===== src/verilog/dac_cfg_pkg.sv =====
// Constants and types for the output configuration and monitor block
// What this block does
// - Special command 001100 writes config with read/write low unless soft powered down, reads back when high.
// - Power-down state bit high floats amplifiers, low loads them to ground.
// - Reference level bit picks 2.5 V or 1.25 V, only with internal reference.
// - Current boost bit turns amplifier boost on; off after reset.
// - Reference source bit enables internal reference; external after reset.
// - Monitor enable routes the later selected channel onto the last channel pin.
// - Monitor enable resets low; the shared pin then stays an ordinary output.
// - Thermal enable powers down all amplifiers when die is over temperature.
// - Thermal enable bit resets low, meaning disabled.
// - After thermal trip amplifiers stay off until soft power-up with die cool.
// - Config bits 7, 1 and 0 are ignored on write.
// - Each of five toggle bits enables toggle mode for eight channels.
// - Toggle bits map upward: lowest bit channels 0-7, highest 32-39.
// - In enabled toggle groups each load strobe swaps output between A and B.
// - Special command 001010 takes monitored channel from top six data bits, except while soft powered down.
// - Monitor addresses 0 to 39 route that channel to the monitor output.
// - Monitor address 63 three-states the monitor output.
// - Special commands have both register select bits low, decoded by address.
// - Special command 001001 powers amplifiers and internal reference back up.
// - Commands are 24-bit frames sent most significant bit first.
package dac_cfg_pkg;
    // Frame and command codes
    localparam int FRAME_BITS = 24;
    localparam logic [5:0] ADDR_SOFT_PD = 6'h08;
    localparam logic [5:0] ADDR_SOFT_PU = 6'h09;
    localparam logic [5:0] ADDR_MONITOR = 6'h0A;
    localparam logic [5:0] ADDR_CONFIG = 6'h0C;
    localparam logic [5:0] ADDR_SOFT_RESET = 6'h0F;
    // Config reset value and writable bits
    localparam logic [13:0] CONFIG_RESET = 14'h2000;
    localparam logic [13:0] CONFIG_WRITE_MASK = 14'h3F7C;
    // Channel and monitor figures
    localparam int TOGGLE_GROUPS = 5;
    localparam int GROUP_SIZE = 8;
    localparam int CHANNELS = 40;
    localparam logic [5:0] MON_LAST_CHANNEL = 6'h27;
    localparam logic [5:0] MON_THREE_STATE = 6'h3F;
    localparam logic [9:0] READBACK_PAD = 10'h000;

    // One serial command frame, first bit on top
    typedef struct packed {
        logic ab_select;
        logic rw;
        logic [5:0] channel_address_field;
        logic register_select_high;
        logic register_select_low;
        logic [13:0] command_data_field;
    } frame_type;

    // Output configuration register layout
    typedef struct packed {
        logic amp_powerdown_state_bit;
        logic reference_level_bit;
        logic current_boost_bit;
        logic reference_source_bit;
        logic monitor_enable_bit;
        logic thermal_shutdown_enable_bit;
        logic unused_bit_7;
        logic [4:0] toggle_group_enables;
        logic unused_bit_1;
        logic unused_bit_0;
    } config_type;

    // Receiver states, Gray along the frame
    typedef enum logic [1:0] {
        RX_IDLE = 2'b00,
        RX_SHIFT = 2'b01,
        RX_FULL = 2'b11
    } rx_state_type;
endpackage : dac_cfg_pkg


===== src/verilog/dac_frame_receiver.sv =====
// Serial command frame receiver sampled by the system clock
`timescale 1ns/1ps
module dac_frame_receiver
    import dac_cfg_pkg::*;
(
    // Clock and reset
    input wire logic clk_sys_in,
    input wire logic rst_n_in,
    input wire logic clk_en_in,
    // Serial pins
    input wire logic sync_n_in,
    input wire logic sclk_in,
    input wire logic din_in,
    // Frame out
    output frame_type frame_out,
    output logic frame_valid_out,
    output logic sclk_rise_out
);
    typedef struct packed {
        logic sclk_meta;
        logic sclk_sync;
        logic sclk_prev;
        logic sync_meta;
        logic sync_sync;
        logic sync_prev;
        logic din_meta;
        logic din_sync;
        rx_state_type state;
        logic [4:0] count;
        logic [23:0] shift;
        logic frame_valid;
        frame_type frame;
    } rx_reg_type;

    rx_reg_type s;
    rx_reg_type next_s;
    logic sclk_fall;
    logic sync_fall;
    logic sync_rise;

    // Edge detection on synchronised pins
    assign sclk_fall = s.sclk_prev & ~s.sclk_sync;
    assign sync_fall = s.sync_prev & ~s.sync_sync;
    assign sync_rise = ~s.sync_prev & s.sync_sync;
    assign sclk_rise_out = (s.state == RX_SHIFT) & ~s.sclk_prev & s.sclk_sync;
    assign frame_out = s.frame;
    assign frame_valid_out = s.frame_valid;

    // Next state of the receiver
    always_comb begin
        next_s = s;
        next_s.sclk_meta = sclk_in;
        next_s.sclk_sync = s.sclk_meta;
        next_s.sclk_prev = s.sclk_sync;
        next_s.sync_meta = sync_n_in;
        next_s.sync_sync = s.sync_meta;
        next_s.sync_prev = s.sync_sync;
        next_s.din_meta = din_in;
        next_s.din_sync = s.din_meta;
        next_s.frame_valid = 1'b0;
        if (sync_fall) begin
            next_s.state = RX_SHIFT;
            next_s.count = 5'h00;
        end else begin
            unique case (s.state)
                RX_IDLE: begin
                    next_s.state = RX_IDLE;
                end
                RX_SHIFT: begin
                    if (sync_rise) begin
                        next_s.state = RX_IDLE; // Short frame dropped
                    end else if (sclk_fall) begin
                        next_s.shift = {s.shift[22:0], s.din_sync};
                        next_s.count = s.count + 5'h01;
                        if (s.count == 5'(FRAME_BITS - 1)) begin
                            next_s.state = RX_FULL;
                        end
                    end
                end
                RX_FULL: begin
                    if (sync_rise) begin
                        next_s.state = RX_IDLE;
                        next_s.frame_valid = 1'b1;
                        next_s.frame = frame_type'(s.shift);
                    end
                end
                default: begin
                    next_s.state = RX_IDLE;
                end
            endcase
        end
    end

    // State register
    always_ff @(posedge clk_sys_in or negedge rst_n_in) begin
        if (!rst_n_in) begin
            s <= '{sclk_meta: 1'b1, sclk_sync: 1'b1, sclk_prev: 1'b1,
                   sync_meta: 1'b1, sync_sync: 1'b1, sync_prev: 1'b1,
                   state: RX_IDLE, default: '0};
        end else if (clk_en_in) begin
            s <= next_s;
        end
    end
endmodule : dac_frame_receiver


===== src/verilog/dac_output_config.sv =====
// Output configuration register and channel monitor decoding
`timescale 1ns/1ps
module dac_output_config
    import dac_cfg_pkg::*;
(
    // Clock and reset
    input wire logic clk_sys_in,
    input wire logic rst_n_in,
    input wire logic clk_en_in,
    // Serial command port
    input wire logic sync_n_in,
    input wire logic sclk_in,
    input wire logic din_in,
    output logic sdo_out,
    // Load strobe and die temperature
    input wire logic load_strobe_n_in,
    input wire logic over_temp_in,
    // Amplifier and reference control
    output logic amps_powered_down_out,
    output logic amps_hiz_out,
    output logic amps_load_to_ground_out,
    output logic internal_ref_en_out,
    output logic ref_level_2v5_out,
    output logic current_boost_out,
    output logic thermal_shutdown_out,
    // Monitor routing
    output logic monitor_mode_out,
    output logic monitor_route_en_out,
    output logic [5:0] monitor_channel_out,
    output logic monitor_hiz_out,
    // Toggle selection per channel
    output logic [CHANNELS-1:0] toggle_select_b_out
);
    typedef struct packed {
        config_type cfg;
        logic [5:0] mon_sel;
        logic soft_pd;
        logic thermal_trip;
        logic temp_meta;
        logic temp_sync;
        logic load_strobe_meta;
        logic load_strobe_sync;
        logic load_strobe_prev;
        logic [CHANNELS-1:0] toggle_sel;
        logic [23:0] readback;
    } main_reg_type;

    main_reg_type s;
    main_reg_type next_s;
    frame_type frame;
    logic frame_valid;
    logic sclk_rise;
    logic load_strobe_fall;
    logic powered_down;
    logic cmd_write;

    // Special command match on both selects low and address
    function automatic logic is_cmd(input frame_type f, input logic [5:0] addr);
        is_cmd = !f.register_select_high && !f.register_select_low
            && (f.channel_address_field == addr);
    endfunction : is_cmd

    // Serial frame receiver
    dac_frame_receiver u_rx (
        .clk_sys_in(clk_sys_in),
        .rst_n_in(rst_n_in),
        .clk_en_in(clk_en_in),
        .sync_n_in(sync_n_in),
        .sclk_in(sclk_in),
        .din_in(din_in),
        .frame_out(frame),
        .frame_valid_out(frame_valid),
        .sclk_rise_out(sclk_rise)
    );

    // Derived strobes
    assign load_strobe_fall = s.load_strobe_prev & ~s.load_strobe_sync;
    assign powered_down = s.soft_pd | s.thermal_trip;
    assign cmd_write = frame_valid && !frame.rw && !s.soft_pd;

    // Next state of the register bank
    always_comb begin
        next_s = s;
        next_s.temp_meta = over_temp_in;
        next_s.temp_sync = s.temp_meta;
        next_s.load_strobe_meta = load_strobe_n_in;
        next_s.load_strobe_sync = s.load_strobe_meta;
        next_s.load_strobe_prev = s.load_strobe_sync;
        if (sclk_rise) begin
            next_s.readback = {s.readback[22:0], 1'b0};
        end
        if (frame_valid && frame.rw && is_cmd(frame, ADDR_CONFIG)) begin
            next_s.readback = {READBACK_PAD, s.cfg};
        end
        if (cmd_write) begin
            if (is_cmd(frame, ADDR_CONFIG)) begin
                next_s.cfg = config_type'(frame.command_data_field & CONFIG_WRITE_MASK);
            end
            if (is_cmd(frame, ADDR_MONITOR)) begin
                next_s.mon_sel = frame.command_data_field[13:8];
            end
            if (is_cmd(frame, ADDR_SOFT_PD)) begin
                next_s.soft_pd = 1'b1;
            end
            if (is_cmd(frame, ADDR_SOFT_RESET)) begin
                next_s.cfg = config_type'(CONFIG_RESET);
                next_s.mon_sel = MON_THREE_STATE;
            end
        end
        if (frame_valid && !frame.rw && is_cmd(frame, ADDR_SOFT_PU)) begin
            next_s.soft_pd = 1'b0;
            if (!s.temp_sync) begin
                next_s.thermal_trip = 1'b0;
            end
        end
        if (s.cfg.thermal_shutdown_enable_bit && s.temp_sync) begin
            next_s.thermal_trip = 1'b1;
        end
        // group g covers channels 8g to 8g+7
        for (int g = 0; g < TOGGLE_GROUPS; g++) begin
            if (!s.cfg.toggle_group_enables[g]) begin
                next_s.toggle_sel[g*GROUP_SIZE +: GROUP_SIZE] = '0;
            end else if (load_strobe_fall) begin
                next_s.toggle_sel[g*GROUP_SIZE +: GROUP_SIZE] =
                    ~s.toggle_sel[g*GROUP_SIZE +: GROUP_SIZE];
            end
        end
    end

    // State register
    always_ff @(posedge clk_sys_in or negedge rst_n_in) begin
        if (!rst_n_in) begin
            s <= '{cfg: config_type'(CONFIG_RESET), mon_sel: MON_THREE_STATE,
                   load_strobe_meta: 1'b1, load_strobe_sync: 1'b1, load_strobe_prev: 1'b1, default: '0};
        end else if (clk_en_in) begin
            s <= next_s;
        end
    end

    // Amplifier state while powered down
    // float or ground load
    assign amps_powered_down_out = powered_down;
    assign amps_hiz_out = powered_down & s.cfg.amp_powerdown_state_bit;
    assign amps_load_to_ground_out = powered_down & ~s.cfg.amp_powerdown_state_bit;
    assign thermal_shutdown_out = s.thermal_trip;

    // Reference and boost controls
    // internal reference enable
    assign internal_ref_en_out = s.cfg.reference_source_bit & ~s.soft_pd;
    assign ref_level_2v5_out = internal_ref_en_out & s.cfg.reference_level_bit;
    assign current_boost_out = s.cfg.current_boost_bit;

    // Monitor routing on the last channel pin
    // shared pin becomes monitor
    assign monitor_mode_out = s.cfg.monitor_enable_bit;
    assign monitor_route_en_out = s.cfg.monitor_enable_bit
        && (s.mon_sel <= MON_LAST_CHANNEL);
    assign monitor_channel_out = s.mon_sel;
    // code 63 floats, reserved codes float too
    assign monitor_hiz_out = s.cfg.monitor_enable_bit && (s.mon_sel > MON_LAST_CHANNEL);

    // Readback and toggle outputs
    assign sdo_out = s.readback[23];
    assign toggle_select_b_out = s.toggle_sel;
endmodule : dac_output_config

===== config.mk =====
export PLATFORM = sky130hd
export DESIGN_NAME = dac_output_config
export DESIGN_NICKNAME = d
export VERILOG_FILES = /design/src/verilog/dac_cfg_pkg.sv /design/src/verilog/dac_frame_receiver.sv /design/src/verilog/dac_output_config.sv
export SDC_FILE = /design/constraint.sdc
export NUM_CORES = 1
export LEC_CHECK = 0
export BUFFER_PORTS_ARGS = -buffer_cell sky130_fd_sc_hd__clkbuf_2
export CAP_MARGIN = 20
export CORE_MARGIN = 10
export CORE_UTILIZATION = 50
export CTS_BUF_LIST = sky130_fd_sc_hd__clkbuf_4 sky130_fd_sc_hd__clkbuf_8
export CTS_CLUSTER_DIAMETER = 80
export DETAILED_ROUTE_END_ITERATION = 10
export PLACE_DENSITY = 0.72
export SYNTH_ARGS = -nofsm -noshare
export SYNTH_HDL_FRONTEND = slang
export SYNTH_SLANG_ARGS = --single-unit

===== constraint.sdc =====
create_clock -name clk_sys_in -period 1.85 [get_ports clk_sys_in]
set_input_delay 0.2775 -clock clk_sys_in [delete_from_list [all_inputs] [get_ports clk_sys_in]]
set_output_delay 0.2775 -clock clk_sys_in [all_outputs]
set_load 0.1 [all_outputs]

==> reports/qor.csv <==
metric,value,unit
ant_nets,0,
yosysMostFrequentCell,dfrtp_1,
drive_above_1_share,0.413,
drt-initial-drc-count,184,
totalWireLength,12200,um
cp.arrival,2.15,ns
grt_max_degree,44,
power_per_cell_area,966,mW/mm2
worstPathRequired,2.17,ns
fin_cells,772,
numPortBuffers,64,
fin_util,0.594,
synth_fp_nets,544,
dr_total_vias,3893,
ys_async_sr_fraction,1.00,
critPathMaxFanout,8,
synth-seq-cells,145,
dp.cells,730,
die_h,133,um
dr.pass1.iters,4,
cts_made_buffers,17,
track_usage,0.141,
seq_area_frac_synth,0.574,
ys_types,41,
fin_ws,0.0248,ns
cts.clk_slew.worst_paths,0.08,ns
pin_count,65,
syn-cell-area,0.00636,mm2
start_util,0.508,
antenna_found_initial,0,
status,finished clean,
wl_met3,542,um
die_area,0.0176,mm2
synthTopCellsByArea,"dfrtp_1, mux2_2, dfstp_2, buf_4, o21ai_0",
cts_tree,yes,
synth_top_area_frac,0.508,
syn_inst,533,
syn_area_per_cell,11.9,um2
crit_path_end_kind,flop,
hold_viol,0,
cp-start-kind,flop,
core,0.0125,mm2
rsz0062_at_grt,true,
ir_drop,0.000492,V
worst_slew_pin_slew,0.555,ns
min-delay-path-class,input pin to flop,
synth_top_area_cell,dfrtp_1,
wl_per_cell,15.8,um
setup_violations,0,
grt_overflow,0,
htree_levels,4,
pre_cts_ws,-0.0252,ns
worstSetupPathType,flop to flop,
area_growth,17.0,%
slew_viol_final,0,
die_w,133,um
synth_edf_count,0,
met1_length,5260,um
clock_path_buffers,2,
root_buffer,clkbuf_8,
final.min_clock_period,1.83,ns
final_nets,598,
drc,0,
gp_congestion,0.851,
synth_warnings,0,
slew_headroom,0.628,
hold_ws,0.0631,ns
fin_crit_sh,0.987,
synth_common_cells,"dfrtp_1, nand2_1, mux2_2",
wl_met2,6200,um
clk_latency,0.44,ns
clkSinkCount,145,
top_layer_used,met4,
clock.fmax,548,MHz
finalClockSkew,0.0134,ns
detail_route.vias_per_cell,5.04,
grt_pass1_vias,4060,
drv_cap,0,
grt_first_pass_wirelength,20200,um
dpl.hpwl,8460,um
num_rows,41,
p_leak,3.65,nW
antenna_cells,0,
synthFlopType,dfrtp_1,
[cells by family (layout without fill, tap and decap cells)]
logic type / Yosys count / in the layout / synth area share
buffers and inverters: 90 / 157 / 0.0856
AO/OA/AOI/OAI: 75 / 75 / 0.0644
adder cells (fa/ha/maj): 3 / 3 / 0.00590
flip-flops: 145 / 145 / 0.574
XOR/XNOR: 2 / 2 / 0.00276
AND/OR/NAND/NOR: 124 / 124 / 0.0964
multiplexers: 94 / 94 / 0.171
[worst max-delay path, cell delays in order, from the launching register on]
cell,delay [ns]
dfstp_2,0.54
nand2_2,0.05
or4b_4,0.50
o21ai_4,0.12
clkbuf_16,0.20
mux2_4,0.30
[layout by cell type, fill, tap and decap left out, drive strengths merged]
cell type	n
dfrtp	129
mux2	81
clkbuf	81
nand2	78
o21ai	65
buf	35
inv	28
dfstp	16
mux2i	13
nand3	9
nand2b	6
bufinv	5
nand4	5
nor2	5
nor2b	4
and2	4
clkinv	4
nor4	3
a22o	3
clkinvlp	3
ha	3
nor4bb	2
xnor2	2
a21o	2
nand4b	2
a31oi	2
or2	1
and4bb	1
nand4bb	1
nor3	1
a211o	1
o311ai	1
nor3b	1
or4b	1
o32ai	1
dlygate4sd3	1
[routing by layer]
layer,GRT usage,up-vias
met1,0.167,1930
met3,0.0447,18
li1,-,1869
met5,0,-
met2,0.229,76
met4,0.0630,0
[area by class of cell]
cell class / instances / area [um2]
clock inverters: 13 / 209
fillers: 1014 / 5080
multi-input cells: 298 / 2260
repair buffers: 98 / 744
clock buffers: 19 / 255
flip-flops and latches: 145 / 3650
inverters: 27 / 101
well taps: 172 / 215
[flip-flops by register name (all words and copies together), names as in the netlist]
register,flops
s,33
toggle_select_b_out,40
next_s,3
monitor_mode_out,1
thermal_shutdown_out,1
sdo_out,1
u_rx.frame_out,20
current_boost_out,1
monitor_channel_out,6
u_rx.next_s,5
u_rx.s,33
u_rx.frame_valid_out,1
[report_power, final]
part | internal (mW) | switching (mW) | total [mW]
logic | 0.453 | 0.326 | 0.779
clock network | 1.66 | 1.20 | 2.86
registers | 3.41 | 0.139 | 3.55
[stage by stage]
step | TNS, ns | cell area [um2] | total power [mW]
4_1_cts | 0 | 7260 | 7.15
5_1_grt | -0.149 | 7440 | 7.53
3_3_place_gp | 0 | 6750 | 4.23
6_report | 0 | 7440 | 7.19
3_5_place_dp | -0.0252 | 6750 | 4.28
2_1_floorplan | -0.117 | 6390 | 4.05
[path summary, 6_finish.rpt]
| check | startpoint | endpoint | slack [ns] | cells past startpoint |
|---|---|---|---|---|
| min in group asynchronous | rst_n_in | toggle_select_b_out[34] | 0.33 | 2 |
| min | sync_n_in | u_rx.next_s[59] | 0.06 | 2 |
| min reg2reg | toggle_select_b_out[28] | toggle_select_b_out[28] | 0.49 | 1 |
| max reg2reg | u_rx.next_s[61] | s[11] | 0.02 | 5 |
| max | u_rx.next_s[61] | s[11] | 0.02 | 5 |
| max in group asynchronous | rst_n_in | u_rx.s[61] | 0.88 | 3 |
[timing repair]
item                                    in CTS  in global routing
pin swaps                                    0                  3
endpoints found under the setup margin       9                 70
hold buffers                                 1                  0
setup buffers                                2                  4
hold endpoints to repair                    30                  0
gates resized for setup                      7                 25
cloned                                       0                  3
No activity file was read; power rests on OpenSTA's default activity.
